### config.mk
export PLATFORM = sky130hd
export DESIGN_NAME = dqp_port_clocking
export DESIGN_NICKNAME = d
export VERILOG_FILES = /design/src/rtl/dqp_pkg.sv /design/src/rtl/dqp_port_clocking.sv
export SDC_FILE = /design/constraint.sdc
export NUM_CORES = 1
export LEC_CHECK = 0
export BUFFER_PORTS_ARGS = -buffer_cell sky130_fd_sc_hd__buf_2
export CORE_MARGIN = 3
export CORE_UTILIZATION = 35
export CTS_CLUSTER_DIAMETER = 60
export DETAILED_ROUTE_END_ITERATION = 10
export GPL_TIMING_DRIVEN = 0
export PLACE_DENSITY = 0.61
export SETUP_SLACK_MARGIN = 0.3
export SLEW_MARGIN = 20
export SYNTH_ARGS = -nofsm -noshare
export SYNTH_HDL_FRONTEND = slang
export SYNTH_SLANG_ARGS = --single-unit
### constraint.sdc
create_clock -name clk_i -period 4.3 [get_ports clk_i]
set_input_delay 0.43 -clock clk_i [delete_from_list [all_inputs] [get_ports clk_i]]
set_output_delay 0.43 -clock clk_i [all_outputs]
set_load 0.02 [all_outputs]
### src/rtl/dqp_pkg.sv
`default_nettype none
// ----------------------------------------------------------------------------
// Shared constants and types of the I/Q port clocking block.
// ----------------------------------------------------------------------------
package dqp_pkg;

    // System clock rate, used to turn times into cycle counts.
    localparam int unsigned CLK_MHZ       = 100;

    // Register byte offsets on the APB bus.
    localparam logic [7:0]  CTRL_OFS      = 8'h00;
    localparam logic [7:0]  RATE_OFS      = 8'h04;
    localparam logic [7:0]  REF_OFS       = 8'h08;
    localparam logic [7:0]  SKEW_OFS      = 8'h0C;
    localparam logic [7:0]  LOGIC_OFS     = 8'h10;
    localparam logic [7:0]  STAT_OFS      = 8'h14;

    // Field positions in the control word (low bit first).
    localparam int unsigned CTRL_W        = 9;
    localparam int unsigned EN_BIT        = 0;
    localparam int unsigned POL_BIT       = 1;
    localparam int unsigned PH_LSB        = 2;
    localparam int unsigned SRC_LSB       = 4;
    localparam int unsigned FMT_LSB       = 6;
    localparam int unsigned DIR_BIT       = 8;

    // Field positions in the logic type register.
    localparam int unsigned LT_LSB        = 0;
    localparam int unsigned LT_GO_BIT     = 8;

    // Field positions in the status register.
    localparam int unsigned OVF_BIT       = 0;
    localparam int unsigned UNF_BIT       = 1;
    localparam int unsigned MERR_BIT      = 2;
    localparam int unsigned REJ_BIT       = 3;
    localparam int unsigned PHE_LSB       = 4;
    localparam int unsigned SKOK_BIT      = 6;
    localparam int unsigned LED_BIT       = 7;
    localparam int unsigned DIRE_BIT      = 8;
    localparam int unsigned LTA_LSB       = 10;

    // Reset values.
    localparam logic [31:0] RATE_RST      = 32'h0001_86A0;
    localparam logic [31:0] REF_RST       = 32'h0000_2710;

    // Clock rate limits, in kHz.
    localparam logic [31:0] PH_MIN_KHZ    = 32'h0000_2710;
    localparam logic [31:0] PH_MAX_KHZ    = 32'h0003_0D40;
    localparam logic [31:0] SKEW_MIN_KHZ  = 32'h0000_61A8;
    localparam logic [31:0] SKEW_HI_KHZ   = 32'h0001_86A0;

    // Largest skew, in system clock steps, below and above the high rate.
    localparam logic [7:0]  SKEW_MAX_LO   = 8'h04;
    localparam logic [7:0]  SKEW_MAX_HI   = 8'h10;

    // Blink half period of the status indicator.
    localparam int unsigned BLINK_MS      = 250;
    localparam int unsigned BLINK_CYC     = BLINK_MS * 1000 * CLK_MHZ;

    // Clock source choices.
    typedef enum logic [1:0] {
        DQP_SRC_EXT,
        DQP_SRC_DEV,
        DQP_SRC_INT
    } dqp_src_t;

    // Transfer formats.
    typedef enum logic [1:0] {
        DQP_FMT_SER,
        DQP_FMT_PAR,
        DQP_FMT_PARI
    } dqp_fmt_t;

    // Control word as stored.
    typedef struct packed {
        logic       dir_in;
        dqp_fmt_t   fmt;
        dqp_src_t   src;
        logic [1:0] phase;
        logic       pol_neg;
        logic       en;
    } dqp_ctrl_t;

    // Sticky error flags.
    typedef struct packed {
        logic rej;
        logic merr;
        logic unf;
        logic ovf;
    } dqp_err_t;

endpackage
`default_nettype wire

### src/rtl/dqp_port_clocking.sv
// The implementer's own choices: register access over APB and the register offsets.
`default_nettype none
// Behaviour
// - clock source is external, device port or internal.
// - internal clock synthesized from reference input.
// - rate sets internal clock, else informs only.
// - coarse phase 0, 90, 180, 270 degrees.
// - 180 degrees equals negative clock polarity.
// - outside 10-200 MHz, 90 to 0, 270 to 180.
// - fine skew in steps, range depends on rate.
// - no fine skew below 25 MHz.
// - negative polarity inverts the port clock.
// - port enable starts sample transfer.
// - indicator blinks on activity, steady when idle.
// - indicator stays lit after first enable.
// - enable refused without active modulation format.
// - format dropped while enabled: disable, flag error.
// - direction selectable only with both options.
// - serial, parallel and parallel interleaved formats.
// - logic type change needs explicit confirmation.
// - settings not applicable are rejected.
// - input overflow raises error 803 flag.
// - input underflow raises error 804 flag.
module dqp_port_clocking
    import dqp_pkg::*;
#(
    parameter int unsigned DATA_W    = 16,
    parameter int unsigned DEPTH     = 16,
    parameter int unsigned BLINK_LEN = BLINK_CYC
) (
    // System clock and reset.
    input  wire logic              clk_i,
    input  wire logic              rst_i,
    // APB slave.
    input  wire logic              psel,
    input  wire logic              penable,
    input  wire logic              pwrite,
    input  wire logic [7:0]        paddr,
    input  wire logic [31:0]       pwdata,
    output logic [31:0]            prdata,
    output logic                   pready,
    output logic                   pslverr,
    // Baseband side, same clock domain.
    input  wire logic              mod_active_i,
    input  wire logic              opt_out_i,
    input  wire logic              opt_in_i,
    input  wire logic [DATA_W-1:0] tx_data_i,
    output logic                   tx_take_o,
    output logic [DATA_W-1:0]      rx_data_o,
    output logic                   rx_valid_o,
    // Clock pins from outside.
    input  wire logic              ext_clk_i,
    input  wire logic              dev_clk_i,
    input  wire logic              ref_clk_i,
    // Port pins.
    output logic                   port_clk_o,
    input  wire logic [DATA_W-1:0] din_i,
    input  wire logic              din_strobe_i,
    output logic [DATA_W-1:0]      dout_o,
    output logic                   dout_oe_o,
    // Settings to the port drivers and the indicator.
    output logic [1:0]             logic_type_o,
    output logic [1:0]             format_o,
    output logic                   led_o
);

    // ------------------------------------------------------------------------
    // Parameter checks.
    // ------------------------------------------------------------------------
    initial begin
        if (DATA_W < 1 || DATA_W > 32 || DEPTH < 2 || DEPTH > 255 || BLINK_LEN < 2) begin
            $error("dqp_port_clocking: unsupported parameter value");
        end
    end

    // ------------------------------------------------------------------------
    // Pin synchronisers: two flip-flops before any logic looks.
    // ------------------------------------------------------------------------
    localparam int unsigned SW = DATA_W + 4;

    logic [SW-1:0] meta_reg;     // First stage, read only by the second.
    logic [SW-1:0] sync_reg;     // Second stage, safe to use.
    logic [SW-1:0] prev_reg;     // One more stage, for edge detection.

    // Both stages move on every edge.
    always_ff @(posedge clk_i) begin
        if (rst_i) begin
            meta_reg <= '0;
            sync_reg <= '0;
            prev_reg <= '0;
        end else begin
            meta_reg <= {din_strobe_i, din_i, ref_clk_i, dev_clk_i, ext_clk_i};
            sync_reg <= meta_reg;
            prev_reg <= sync_reg;
        end
    end

    wire              ext_s   = sync_reg[0];
    wire              dev_s   = sync_reg[1];
    wire              ref_rise = sync_reg[2] & ~prev_reg[2];
    wire [DATA_W-1:0] din_s   = sync_reg[DATA_W+2:3];
    wire              stb_rise = sync_reg[SW-1] & ~prev_reg[SW-1];

    // ------------------------------------------------------------------------
    // Registers.
    // ------------------------------------------------------------------------
    dqp_ctrl_t   ctrl_reg;       // Port control word.
    logic [31:0] rate_reg;       // Clock rate in kHz.
    logic [31:0] ref_reg;        // Reference frequency in kHz.
    logic [7:0]  skew_reg;       // Fine skew in clock steps.
    logic [1:0]  lt_pend_reg;    // Logic type awaiting confirmation.
    logic [1:0]  lt_reg;         // Logic type in force.
    dqp_err_t    err_reg;        // Sticky error flags.
    logic        led_on_reg;     // Indicator lit since first enable.
    logic        mod_prev_reg;   // Modulation state one cycle ago.

    // Bus decode.
    wire         wr_acc  = psel & penable & pwrite;
    wire         rd_acc  = psel & penable & ~pwrite;
    wire         hit_ctl = (paddr == CTRL_OFS);
    wire         hit_rat = (paddr == RATE_OFS);
    wire         hit_ref = (paddr == REF_OFS);
    wire         hit_skw = (paddr == SKEW_OFS);
    wire         hit_lt  = (paddr == LOGIC_OFS);
    wire         hit_st  = (paddr == STAT_OFS);
    wire         mapped  = hit_ctl | hit_rat | hit_ref | hit_skw | hit_lt | hit_st;
    dqp_ctrl_t   wctrl;
    assign wctrl = dqp_ctrl_t'(pwdata[CTRL_W-1:0]);

    // Rate dependent availability.
    wire         ph_ok    = (rate_reg >= PH_MIN_KHZ) && (rate_reg <= PH_MAX_KHZ);
    wire         skew_ok  = (rate_reg >= SKEW_MIN_KHZ);
    wire [7:0]   skew_max = (rate_reg >= SKEW_HI_KHZ) ? SKEW_MAX_HI : SKEW_MAX_LO;

    // Direction is free only with both options fitted.
    wire         both_opt = opt_out_i & opt_in_i;
    wire         dir_in   = both_opt ? ctrl_reg.dir_in : (opt_in_i & ~opt_out_i);

    // Checks on a control write: undefined codes, a direction that cannot be
    // chosen, or an enable without a modulation format are refused whole.
    wire         bad_src  = (wctrl.src == 2'h3);
    wire         bad_fmt  = (wctrl.fmt == 2'h3);
    wire         bad_dir  = ~both_opt & (wctrl.dir_in != dir_in);
    wire         bad_en   = wctrl.en & ~mod_active_i;
    wire         ctl_bad  = bad_src | bad_fmt | bad_dir | bad_en;
    wire         skw_bad  = ~skew_ok | (pwdata[7:0] > skew_max) | (pwdata[31:8] != '0);
    wire         rej      = wr_acc & ((hit_ctl & ctl_bad) | (hit_skw & skw_bad));

    // Modulation format dropped while the port is on.
    wire         mod_drop = ctrl_reg.en & mod_prev_reg & ~mod_active_i;

    // Zero wait state slave; errors on unmapped or refused accesses.
    assign pready  = 1'b1;
    assign pslverr = psel & penable & (~mapped | rej);

    // Control register write and automatic disable.
    always_ff @(posedge clk_i) begin
        if (rst_i) begin
            ctrl_reg     <= '0;
            mod_prev_reg <= 1'b0;
        end else begin
            mod_prev_reg <= mod_active_i;
            if (wr_acc && hit_ctl && !ctl_bad) begin
                ctrl_reg <= wctrl;
            end
            if (mod_drop) begin
                ctrl_reg.en <= 1'b0;
            end
        end
    end

    // Rate, reference and skew settings.
    always_ff @(posedge clk_i) begin
        if (rst_i) begin
            rate_reg <= RATE_RST;
            ref_reg  <= REF_RST;
            skew_reg <= '0;
        end else begin
            if (wr_acc && hit_rat) begin
                rate_reg <= pwdata;
            end
            if (wr_acc && hit_ref) begin
                ref_reg <= pwdata;
            end
            if (wr_acc && hit_skw && !skw_bad) begin
                skew_reg <= pwdata[7:0];
            end
        end
    end

    // Logic type: a write only stages it, the confirm bit makes it real.
    always_ff @(posedge clk_i) begin
        if (rst_i) begin
            lt_pend_reg <= '0;
            lt_reg      <= '0;
        end else if (wr_acc && hit_lt) begin
            lt_pend_reg <= pwdata[LT_LSB+1:LT_LSB];
            if (pwdata[LT_GO_BIT]) begin
                lt_reg <= lt_pend_reg;
            end
        end
    end

    // ------------------------------------------------------------------------
    // Internal clock: accumulator stepped on reference edges keeps it locked.
    // ------------------------------------------------------------------------
    logic [32:0] acc_reg;        // Phase accumulator.
    logic        int_clk_reg;    // Synthesized clock level.
    wire  [32:0] acc_sum = acc_reg + {rate_reg, 1'b0};

    // Each rising reference edge adds twice the rate; passing the reference
    // frequency toggles the clock, so it runs at rate * fref / ref.
    always_ff @(posedge clk_i) begin
        if (rst_i) begin
            acc_reg     <= '0;
            int_clk_reg <= 1'b0;
        end else if (ctrl_reg.src == DQP_SRC_INT && ref_rise) begin
            if (acc_sum >= {1'b0, ref_reg}) begin
                acc_reg     <= acc_sum - {1'b0, ref_reg};
                int_clk_reg <= ~int_clk_reg;
            end else begin
                acc_reg <= acc_sum;
            end
        end
    end

    // Source selection; the external pin is ignored while internal is used.
    logic src_lvl;
    always_comb begin
        unique case (ctrl_reg.src)
            DQP_SRC_EXT: src_lvl = ext_s;
            DQP_SRC_DEV: src_lvl = dev_s;
            DQP_SRC_INT: src_lvl = int_clk_reg;
            default:     src_lvl = 1'b0;
        endcase
    end

    // ------------------------------------------------------------------------
    // Phase, polarity and skew.
    // ------------------------------------------------------------------------
    logic        src_prev_reg;   // Source level one cycle ago.
    logic [15:0] per_cnt_reg;    // Cycles since the last rising edge.
    logic [15:0] per_reg;        // Last measured source period.
    logic [15:0] dly_reg;        // Cycles left before the pending edge.
    logic        pend_reg;       // An edge is waiting to be shown.
    logic        plvl_reg;       // Level that the pending edge brings.
    logic        dlvl_reg;       // Delayed source level.

    wire         src_edge = src_lvl ^ src_prev_reg;
    wire         src_rise = src_lvl & ~src_prev_reg;
    wire  [1:0]  ph_eff   = ph_ok ? ctrl_reg.phase : {ctrl_reg.phase[1], 1'b0};
    wire         invert   = ctrl_reg.pol_neg ^ ph_eff[1];
    wire  [15:0] quarter  = ph_eff[0] ? {2'b00, per_reg[15:2]} : 16'h0000;
    wire  [7:0]  skew_eff = skew_ok ? skew_reg : 8'h00;
    wire  [15:0] dly_load = quarter + {8'h00, skew_eff};

    // Period meter and delay of each source edge by quarter plus skew.
    // A new edge arriving before the last is shown replaces it, so very
    // large skews at high rates collapse rather than pile up.
    always_ff @(posedge clk_i) begin
        if (rst_i) begin
            src_prev_reg <= 1'b0;
            per_cnt_reg  <= '0;
            per_reg      <= '0;
            dly_reg      <= '0;
            pend_reg     <= 1'b0;
            plvl_reg     <= 1'b0;
            dlvl_reg     <= 1'b0;
        end else begin
            src_prev_reg <= src_lvl;
            if (src_rise) begin
                per_cnt_reg <= 16'h0001;
                per_reg     <= per_cnt_reg;
            end else if (per_cnt_reg != 16'hFFFF) begin
                per_cnt_reg <= per_cnt_reg + 16'h0001;
            end
            if (src_edge && dly_load == 16'h0000) begin
                dlvl_reg <= src_lvl;
                pend_reg <= 1'b0;
            end else if (src_edge) begin
                dly_reg  <= dly_load - 16'h0001;
                plvl_reg <= src_lvl;
                pend_reg <= 1'b1;
            end else if (pend_reg && dly_reg == 16'h0000) begin
                dlvl_reg <= plvl_reg;
                pend_reg <= 1'b0;
            end else if (pend_reg) begin
                dly_reg <= dly_reg - 16'h0001;
            end
        end
    end

    // ------------------------------------------------------------------------
    // Port clock and data movement.
    // ------------------------------------------------------------------------
    logic       pclk_reg;        // Port clock as driven.
    logic       pclk_prev_reg;   // Port clock one cycle ago.
    wire        word_edge = pclk_reg & ~pclk_prev_reg;

    // Inversion moves each word start onto the falling edge of the source.
    always_ff @(posedge clk_i) begin
        if (rst_i) begin
            pclk_reg      <= 1'b0;
            pclk_prev_reg <= 1'b0;
        end else begin
            pclk_reg      <= dlvl_reg ^ invert;
            pclk_prev_reg <= pclk_reg;
        end
    end

    assign port_clk_o   = pclk_reg;
    assign tx_take_o    = ctrl_reg.en & dout_oe_o & word_edge;
    assign logic_type_o = lt_reg;
    assign format_o     = ctrl_reg.fmt;

    // Output words leave on each port clock word edge while enabled in the output direction.
    always_ff @(posedge clk_i) begin
        if (rst_i) begin
            dout_o    <= '0;
            dout_oe_o <= 1'b0;
        end else begin
            dout_oe_o <= ctrl_reg.en & ~dir_in;
            if (tx_take_o) begin
                dout_o <= tx_data_i;
            end
        end
    end

    // ------------------------------------------------------------------------
    // Input rate tracking: strobes fill, clock edges drain.
    // ------------------------------------------------------------------------
    logic [7:0] lvl_reg;         // Samples waiting at the configured rate.
    wire        in_run  = ctrl_reg.en & dir_in;
    wire        fill    = in_run & stb_rise;
    wire        drain   = in_run & word_edge;
    wire        ovf_ev  = fill & ~drain & (lvl_reg == 8'(DEPTH));
    wire        unf_ev  = drain & ~fill & (lvl_reg == 8'h00);

    // The level is only a rate gauge; the sample itself is passed straight on.
    always_ff @(posedge clk_i) begin
        if (rst_i) begin
            lvl_reg    <= '0;
            rx_data_o  <= '0;
            rx_valid_o <= 1'b0;
        end else begin
            rx_valid_o <= drain & (lvl_reg != 8'h00 || fill);
            if (drain) begin
                rx_data_o <= din_s;
            end
            if (!in_run) begin
                lvl_reg <= '0;
            end else if (fill && !drain && !ovf_ev) begin
                lvl_reg <= lvl_reg + 8'h01;
            end else if (drain && !fill && !unf_ev) begin
                lvl_reg <= lvl_reg - 8'h01;
            end
        end
    end

    // ------------------------------------------------------------------------
    // Sticky errors: write one to clear; a new event wins over the clear.
    // ------------------------------------------------------------------------
    wire [3:0] clr = (wr_acc && hit_st) ? pwdata[REJ_BIT:OVF_BIT] : 4'h0;
    wire [3:0] set = {rej, mod_drop, unf_ev, ovf_ev};

    always_ff @(posedge clk_i) begin
        if (rst_i) begin
            err_reg <= '0;
        end else begin
            err_reg <= dqp_err_t'(set | (err_reg & ~clr));
        end
    end

    // ------------------------------------------------------------------------
    // Status indicator.
    // ------------------------------------------------------------------------
    logic [31:0] blink_cnt_reg;  // Cycles into the current blink half.
    logic        blink_reg;      // Blink phase.
    logic        act_reg;        // Data lines toggled in this half.
    logic        act_seen_reg;   // Activity found in the last half.
    logic [DATA_W-1:0] lines_prev_reg;
    wire  [DATA_W-1:0] lines = dir_in ? din_s : dout_o;
    wire         toggled = (lines != lines_prev_reg);
    wire         half_end = (blink_cnt_reg == 32'(BLINK_LEN - 1));

    // Activity is judged over a whole blink half so a short burst still shows.
    always_ff @(posedge clk_i) begin
        if (rst_i) begin
            blink_cnt_reg  <= '0;
            blink_reg      <= 1'b0;
            act_reg        <= 1'b0;
            act_seen_reg   <= 1'b0;
            lines_prev_reg <= '0;
            led_on_reg     <= 1'b0;
            led_o          <= 1'b0;
        end else begin
            lines_prev_reg <= lines;
            if (ctrl_reg.en) begin
                led_on_reg <= 1'b1;
            end
            if (half_end) begin
                blink_cnt_reg <= '0;
                blink_reg     <= ~blink_reg;
                act_seen_reg  <= act_reg | toggled;
                act_reg       <= 1'b0;
            end else begin
                blink_cnt_reg <= blink_cnt_reg + 32'h0000_0001;
                act_reg       <= act_reg | toggled;
            end
            led_o <= led_on_reg & (~act_seen_reg | blink_reg);
        end
    end

    // ------------------------------------------------------------------------
    // Read data.
    // ------------------------------------------------------------------------
    wire [31:0] stat = {20'h0_0000, lt_reg, 1'b0, dir_in, led_on_reg, skew_ok,
                        ph_eff, err_reg};
    wire [31:0] ctl_rd = {23'h00_0000, dir_in, ctrl_reg[CTRL_W-2:0]};

    always_ff @(posedge clk_i) begin
        if (rst_i) begin
            prdata <= '0;
        end else if (psel && !penable && !pwrite) begin
            prdata <= hit_ctl ? ctl_rd :
                      hit_rat ? rate_reg :
                      hit_ref ? ref_reg :
                      hit_skw ? {24'h00_0000, skew_reg} :
                      hit_lt  ? {30'h0000_0000, lt_pend_reg} :
                      hit_st  ? stat : 32'h0000_0000;
        end
    end

endmodule
`default_nettype wire

# After elaboration in Yosys (flattened, before gate mapping)
# Cells that the tools add are included.
# totals
ff_bits	365
output_inout_bits	75
word_cells	216
# classes
addsub	9
order_cmp	6
n_eq_ne	16
muxes	27
bitwise	65
n_reduce_logical	49
# ops
operator	n
$mux 32	3
$mux 16	4
$mux 12	3
$add 33x33->33	1
$ge 33x32->1	1
$mux 33	1
$sub 33x32->33	1
$add 32x1->32 const B	1
$eq 32x25->1 const B	1
$ge 32x14->1 const B	1
$ge 32x15->1 const B	1
$ge 32x17->1 const B	1
$le 32x18->1 const B	1
$logic_not 16->1	2
$and 1x1->1	28
$eq 8x5->1 const B	3
$mux 8	3
$reduce_bool 24->1	1
$logic_and 1x1->1	18
$not 1->1	17
$add 16x1->16 const B	1
$eq 8x4->1 const B	2
$logic_not 8->1	2
$ne 16x16->1	1
31 further kinds	74

# Depth between registers and ports, before layout
# Gate-level depths: netlist of the first run.
# logic_depth
depth_word	12
mapped_depth	23
ltp_nobuf	21

# Worst setup path before layout of the first run
# Ideal clock, no wire load.
# synth_timing
path_type	reg2reg
start	register rate_reg[0]
end	register acc_reg[30]
setup_time_ns	0.137
arrival_time_ns	4.235
required_ns	4.163
slack_ns	-0.072
stages_incl_launch_ff	24
path_buffers	2
synth_period_minus_slack_ns	4.372
cell_sequence	dfxtp_1 > ha_1 > fa_1 > a211oi_1 > o21ai_0 > a211oi_2 > o21ai_0 > o21ai_0 > o21bai_1 > a21oi_1 > xnor2_1 > ha_1 > a21o_1 > a21o_1 > a21oi_1 > inv_1 > a21oi_1 > o21ai_0 > a31oi_1 > nor2b_2 > buf_6 > buf_6 > mux2i_1 > a211oi_1
# synth_between
elab_chain_cells	3
# synth_rtl
element	line	text
from (decl)	dqp_port_clocking.sv:108	logic [31:0] rate_reg;
from (signal assigned)	dqp_port_clocking.sv:180	rate_reg <= pwdata;
$add 33x33->33 (*)	dqp_port_clocking.sv:209	wire [32:0] acc_sum = acc_reg + {rate_reg, 1'b0};
$sub 33x32->33 / $ge 33x32->1 (equally long branches)	dqp_port_clocking.sv:219, dqp_port_clocking.sv:218	
$mux 33 (*)	dqp_port_clocking.sv:218	if (acc_sum >= {1'b0, ref_reg}) begin
to (signal assigned)	dqp_port_clocking.sv:219	acc_reg <= acc_sum - {1'b0, ref_reg};
to (signal assigned)	dqp_port_clocking.sv:222	acc_reg <= acc_sum;
to (decl)	dqp_port_clocking.sv:207	logic [32:0] acc_reg;
# Every way passes the cells marked *; elsewhere a longest branch is shown, timed or not.
# A chain may end at the register's enable or synchronous reset.

# Final worst setup path of the first run
# layout_timing
start	register rate_reg[0]
end	register acc_reg[5]
# Same word-level chain as after synthesis.

==> metrics.md, run 1 <==
| Metric | Value |
|---|---|
| Status | `finished, violations left` |
| Failing checks | `setup timing` |
| Layout cells sized above 1 | `21.4%` |
| Final worst slack | `-245 ps` |
| Clock root cell | `clkbuf_16` |
| Post-synth top cells | `dfxtp_1, nand2_1, nor2_1` |
| Netlist Area Pre-Place | `0.0183 mm²` |
| CP startpoint kind | `flop` |
| Max FFs per register | `33` |
| I/O Pins | `159` |
| Filler cells | `5034` |
| Number of global-route vias before repair | `16704` |
| Gpl congestion | `0.924` |
| CTS max path bufs | `3` |
| Synth Flop Type | `dfxtp_1` |
| Initial DRC Count | `1337` |
| Setup violators final | `35` |
| Mapped Cells | `2215` |
| Net Switching | `1.98 mW` |
| Setup Skew | `26.8 ps` |
| Clk pwr share | `46.9%` |
| Core box area | `0.0515 mm²` |
| Grt ovf | `0` |
| Routed wire length per instance | `18.8 µm` |
| Tot GR Track Use | `21.4%` |
| Die Width | `234 µm` |
| Via count | `17433` |
| Die H | `234 µm` |
| Rel. slew slack | `32.0%` |
| Fin crit period | `4550 ps` |
| Worst Tran Pin Value | `1020 ps` |
| Sw Ratio | `26.1%` |
| Number of synthesized flops with an enable pin | `0` |
| Internal | `5.59 mW` |
| Post-Route WL | `60900 µm` |
| Placement Cell Area | `0.0201 mm²` |
| Crit path kind | `reg -> reg` |
| H-tree depth | `2` |
| Final Cell Area | `0.0235 mm²` |
| FMAX | `220 MHz` |
| I/O Buffers | `156` |
| Initial antenna violation count | `2` |
| Final Hold Fails | `0` |
| CTS hold repair buffers | `0` |
| Seq cells post-synth | `345` |
| Area Overhead vs Synth | `28.6%` |
| Final cycle utilization of the critical path | `106%` |
| Arrival @ worst endpoint | `4970 ps` |
| Max IR drop VDD | `0.000273 V` |
| Initial Util | `35.5%` |
| Cell row count | `83` |
| CP Max Fanout | `8` |
| Register area share after synthesis | `37.8%` |
| Top-count cell post-synth | `dfxtp_1` |
| Total Nets Final | `2694` |
| Area of the die | `0.0550 mm²` |
| Pwr per Cell Area | `322 mW/mm²` |
| Post-DP HPWL | `44800 µm` |
| HP Class | `in -> reg` |
| Combinational power share | `9.6%` |
| TritonCTS clock tree | `done` |
| Hold WS | `69.9 ps` |
| Clk sinks | `345` |
| Ys Warns | `0` |
| Share of the synthesized area in the top cell type | `37.8%` |
| Dominant cell type by area after synthesis | `dfxtp_1` |
| Post-synth ARST share | `0%` |
| Remaining DRCs | `0` |
| Max cap viols | `0` |
| Slew Limit Fails | `0` |
| CTS clk-pin slew, worst paths | `60 ps` |
| Overall Power | `7.57 mW` |
| RSZ-0062 raised after global routing | `true` |
| Clk Latency, worst-skew pair | `590 ps` |
| Drt first pass iters | `5` |
| DP Worst Slack | `-768 ps` |
| Static Leak | `9.17 nW` |
| Share of total power in sequential cells | `43.5%` |
| Setup TNS | `-5430 ps` |
| ANT nets after route | `0` |
| DR vias/cell | `5.39` |
| Unique masters post-synth | `85` |
| Global-route wire length before repair | `92900 µm` |
| Synth area leaders | `dfxtp_1, nand2_1, ha_1, mux2i_1, a21oi_1` |
| Mapped Nets | `2386` |
| Largest net degree at the start of global routing | `13` |
| Number of CTS-inserted buffers | `43` |
| Mean post-synth cell area | `8.25 µm²` |
| Worst endpoint required time | `4720 ps` |
| Crit path capture type | `flop` |
==> final cells by class <==
cell class                 count  area (µm²)  area share, %
inverter                      70         268           1.14
antenna                        1        2.50         0.0107
buffer                       103         490           2.09
multi-input combinational   1697       11700           50.0
tap                          680         851           3.62
timing repair buffer         263        1760           7.51
sequential                   345        6980           29.7
clock buffer                  57        1190           5.06
clock inverter                18         199          0.847
==> metal layers <==
metal  track usage [%]  vias to the layer above  routed length, µm
met5                 0                        -                 12
met4              6.79                        2               1910
met3              3.47                      127               4520
met2              35.3                      636              28300
met1              28.7                     8275              26100
li1                  -                     8393                  -
==> final timing paths <==
path                            depth (start not counted)      endpoint         start  slack (ps)
worst min-delay path                                    2   meta_reg[9]      din_i[6]          70
worst max-delay path                                   24    acc_reg[5]   rate_reg[0]        -250
worst max register to register                         24    acc_reg[5]   rate_reg[0]        -250
worst min register to register                          1  sync_reg[14]  meta_reg[14]         430
==> cells by family (layout without fill, tap and decap cells) <==
family                   count (synthesis)  count (layout)  synth area share (%)
AND/OR/NAND/NOR                        892             892                  22.9
AO/OA/AOI/OAI                          472             472                  16.7
XOR/XNOR                               140             140                  6.71
multiplexers                           105             105                  5.78
buffers and inverters                  173             511                  3.91
other                                    1               2                0.0205
flip-flops                             345             345                  37.8
adder cells (fa/ha/maj)                 87              87                  6.12
==> placed cells by master, fill, tap and decap left out, types with 21 or more instances in the layout <==
cell	count
ha_1	58
mux2i_1	92
buf_2	159
nand2_1	285
o21ai_0	34
clkbuf_16	43
a221oi_1	23
a211oi_1	36
a21oi_1	184
nor3_1	58
nand4_1	24
xor2_1	50
dfxtp_1	318
a21o_1	28
nor2_1	242
nor2b_1	68
xnor2_1	83
clkbuf_1	95
buf_6	25
nand3_1	50
ha_4	21
inv_1	67
buf_4	82
nor4_1	25
==> power by group through the flow <==
stage          clock network (mW)  logic, mW  registers (mW)
5_1_grt                      3.75      0.782            3.30
6_report                     3.55      0.729            3.29
3_3_place_gp                    0      0.561            3.37
4_1_cts                      3.62      0.656            3.29
3_5_place_dp                    0      0.570            3.37
2_1_floorplan                   0      0.356            3.38
==> critical path: stages (launching register included) <==
cell      delay (ps)
dfxtp_4          380
ha_4             170
fa_2             390
a211oi_4         250
o21ai_2          120
a211oi_2         190
buf_4            180
o21ai_4           70
o21ai_2          170
o21bai_1          90
a21oi_1          180
xnor2_1          110
ha_2             200
a21o_1           170
a21o_1           200
a21oi_2          150
inv_1             80
a21oi_2          130
o21ai_2           70
a31oi_1          210
nor2b_4          200
buf_12           180
buf_12           150
mux2i_4          250
a211oi_2         100
==> metrics by stage <==
step | cells | util (%)
finish | 3234 | 45.6
global route | 3234 | 45.6
CTS | 3205 | 44.5
floorplan | 2215 | -
global placement | 3051 | 39.0
detailed placement | 3051 | 39.0
==> what timing repair did <==
item | 4_1_cts | 5_1_grt
pin swaps | 79 | 57
endpoints found under the setup margin | 54 | 54
gates cloned | 4 | 0
buffers inserted | 75 | 28
gates resized for setup | 181 | 73
hold endpoints to repair | 0 | 0
No activity file was read; power rests on OpenSTA's default activity.
==> run 2, diff against run 1 <==
--- a/config.mk
+++ b/config.mk
@@ -5,6 +5,7 @@
 export SDC_FILE = /design/constraint.sdc
 export NUM_CORES = 1
 export LEC_CHECK = 0
+export ABC_AREA = 1
 export BUFFER_PORTS_ARGS = -buffer_cell sky130_fd_sc_hd__buf_2
 export CORE_MARGIN = 3
 export CORE_UTILIZATION = 35
==> run 2 against run 1 <==
Against the previous run: non-clock buffer count is 2 lower; via count up 17%; clock power increased by 16%; synthesized cell count increased by 27%; first-iteration DRC count increased by 22%; register-to-register slack better by 580 ps; critical endpoint is now acc_reg[14]; sequential share of layout area decreased by 2.2 points; cell count grew 20%; largest power group unchanged; the run now ends clean.
==> metrics.md, run 2 <==
| Metric | Value |
|---|---|
| Status | `finished clean` |
| RR Startpoint | `rate_reg[19]` |
| Crit path capture type | `flop` |
| Remaining DRCs | `0` |
| Post-synth top cells | `nand2_1, inv_1, dfxtp_1` |
| Post-synth ARST share | `0%` |
| Synth area leaders | `dfxtp_1, nand2_1, inv_1, a21oi_1, o21ai_0` |
| Layout cells sized above 1 | `22.2%` |
| Number of CTS-inserted buffers | `44` |
| Number of global-route vias before repair | `18743` |
| Netlist Area Pre-Place | `0.0193 mm²` |
| Global-route wire length before repair | `105000 µm` |
| Clock root cell | `clkbuf_16` |
| Mapped Cells | `2817` |
| Via count | `20438` |
| HP Class | `in -> reg` |
| Total Nets Final | `3306` |
| Overall Power | `8.04 mW` |
| CP startpoint kind | `flop` |
| Core box area | `0.0541 mm²` |
| Routed wire length per instance | `18.4 µm` |
| Number of synthesized flops with an enable pin | `0` |
| Met1 GRT Util | `31.0%` |
| GRT Max-Usage Layer | `met2` |
| Grt ovf | `0` |
| Hold EP | `meta_reg[8]` |
| TritonCTS clock tree | `done` |
| Max FFs per register | `33` |
| Setup Skew | `45.2 ps` |
| Arrival @ worst endpoint | `4430 ps` |
| Mapped Nets | `2988` |
| Met2 Use GR | `37.0%` |
| Worst endpoint required time | `4770 ps` |
| Pwr per Cell Area | `317 mW/mm²` |
| Post-Route WL | `71100 µm` |
| I/O Pins | `159` |
| Final cycle utilization of the critical path | `92.2%` |
| Die Width | `241 µm` |
| FF-to-FF setup slack | `340 ps` |
| Seq cells post-synth | `345` |
| Max IR drop VDD | `0.000325 V` |
| Hold path cells | `3` |
| Final Util | `46.9%` |
| Ys Warns | `0` |
| R2r endpoint | `acc_reg[14]` |
| Share of the synthesized area in the top cell type | `35.8%` |
| Unique masters post-synth | `62` |
| Most common cell after layout, fill and taps aside | `nand2_1` |
| Initial DRC Count | `1629` |
| Post-DP HPWL | `52600 µm` |
| Top-count cell post-synth | `nand2_1` |
| Max cap viols | `0` |
| Gpl congestion | `0.968` |
| Met3 usage | `3.70%` |
| Mean post-synth cell area | `6.85 µm²` |
| Area Overhead vs Synth | `31.5%` |
| Clk sinks | `345` |
| Tot GR Track Use | `23.1%` |
| CP Max Fanout | `10` |
| FMAX | `252 MHz` |
| Initial antenna violation count | `3` |
| ANT nets after route | `0` |
| Cell row count | `85` |
| Initial Util | `35.6%` |
| Placed cells | `3671` |
| Non-filler instance count after layout | `3868` |
| RSZ-0062 raised after global routing | `true` |
| H-tree depth | `2` |
| Crit path kind | `reg -> reg` |
| Die H | `241 µm` |
| Setup violators final | `0` |
| Static Leak | `11.3 nW` |
| Rel. slew slack | `35.6%` |
| Dominant cell type by area after synthesis | `dfxtp_1` |
| Largest net degree at the start of global routing | `15` |
| Commonest non-fill, non-tap cells in the layout | `nand2_1, inv_1, dfxtp_1` |
| Synth Flop Type | `dfxtp_1` |
| Register area share after synthesis | `35.8%` |
| I/O Buffers | `157` |
| Final Hold Fails | `0` |
| Worst Tran Pin Value | `967 ps` |
| CTS clk-pin slew, worst paths | `60 ps` |
| Clk Latency, worst-skew pair | `610 ps` |
| Slew Limit Fails | `0` |
| Worst R2R Path Depth | `23` |
| HP Start | `din_i[5]` |
| Drt first pass iters | `6` |
| Fin crit period | `3960 ps` |
| DR vias/cell | `5.28` |
| Area of the die | `0.0580 mm²` |
| CTS max path bufs | `3` |
-- run 2: changes by cell type in the layout (fill, tap and decap cells not counted), sizes merged, moves of 19 or more --
cell,before,now
nand4,24,85
a21oi,199,251
inv,77,413
nor2,251,321
nor2b,73,0
nand2,288,553
a21o,28,7
mux2i,101,1
xnor2,89,38
clkbuf,145,126
o21ai,61,240
a211oi,46,9
nand3,55,138
-- run 2: how the worst max path moves through the flow --
stage / start / endpoint / slack, ps / cells past startpoint
2_1_floorplan: rate_reg[2] / acc_reg[17] / 550 / 27
3_3_place_gp: rate_reg[4] / acc_reg[19] / -750 / 24
3_5_place_dp: rate_reg[4] / acc_reg[28] / -690 / 24
4_1_cts: rate_reg[1] / acc_reg[30] / 290 / 24
5_1_grt: rate_reg[4] / acc_reg[19] / 190 / 25
6_report: rate_reg[19] / acc_reg[14] / 340 / 23
-- run 2: power breakdown --
| group | internal, mW | total [mW] | switching, mW | leakage [nW] |
|---|---|---|---|---|
| clock | 2.52 | 4.11 | 1.58 | 0.800 |
| sequential | 3.25 | 3.29 | 0.0362 | 2.81 |
| combinational | 0.238 | 0.641 | 0.403 | 7.74 |
| total | 6.02 | 8.04 | 2.02 | 11.3 |
-- run 2: layer usage --
metal,part of all wire (%),vias up
met1,44,9559
li1,-,9914
met2,45,779
met3,7.4,184
met4,4.4,2
met5,0.020,-
-- run 2: layout make-up --
type,count,area [µm²]
Fill cell,5390,28800
Multi-Input combinational cell,1966,12100
Sequential cell,345,6970
Timing Repair Buffer,272,1790
Inverter,414,1570
Clock buffer,54,1220
Tap cell,696,871
Buffer,92,463
Clock inverter,27,415
Antenna cell,2,5.00
-- run 2: kinds of logic after synthesis --
group / count (synthesis) / share of synthesized area (%)
muxes: 1 / 0.0519
adders and majority gates: 87 / 5.80
other: 1 / 0.0194
xor gates and xnor gates: 92 / 4.18
AOI/OAI and AO/OA: 596 / 17.0
DFF: 345 / 35.8
and+or+nand+nor: 1189 / 27.0
buffers and inverters: 506 / 10.2
-- run 2: critical path: stages, from the launching register on --
cell and delay (ps):
dfxtp_1 360, ha_1 430, nand2_2 150, nor3_4 270, nand4_1 160, nand3_2 120
nand2_1 80, nand2_2 90, nand2_1 70, nand2_2 120, a21oi_4 90, xor2_2 210
ha_4 340, nand3_4 90, nor3_4 230, a41o_1 270, a21oi_4 50, buf_4 140
buf_4 130, buf_6 140, nand4_1 100, nand3_2 80, nand2_1 60, inv_1 40
-- run 2: timing repair --
item / CTS / global route
cloned: 0 / 4
resized for setup: 151 / 277
endpoints found under the setup margin: 53 / 53
hold endpoints to repair: 10 / 0
buffers inserted: 46 / 54
hold buffers: 10 / 0
pin swaps: 42 / 106
-- run 2: per-stage QoR --
| step | setup TNS (ps) | hold WS [ps] | worst slack, ps | area, µm² |
|---|---|---|---|---|
| 3_5_place_dp | -20840 | 392 | -694 | 21000 |
| 2_1_floorplan | 0 | 388 | 552 | 19300 |
| 4_1_cts | 0 | 0.884 | 289 | 23700 |
| 3_3_place_gp | -22630 | 391 | -750 | 20900 |
| 5_1_grt | 0 | 22.9 | 191 | 25400 |
| 6_report | 0 | 30.2 | 337 | 25400 |
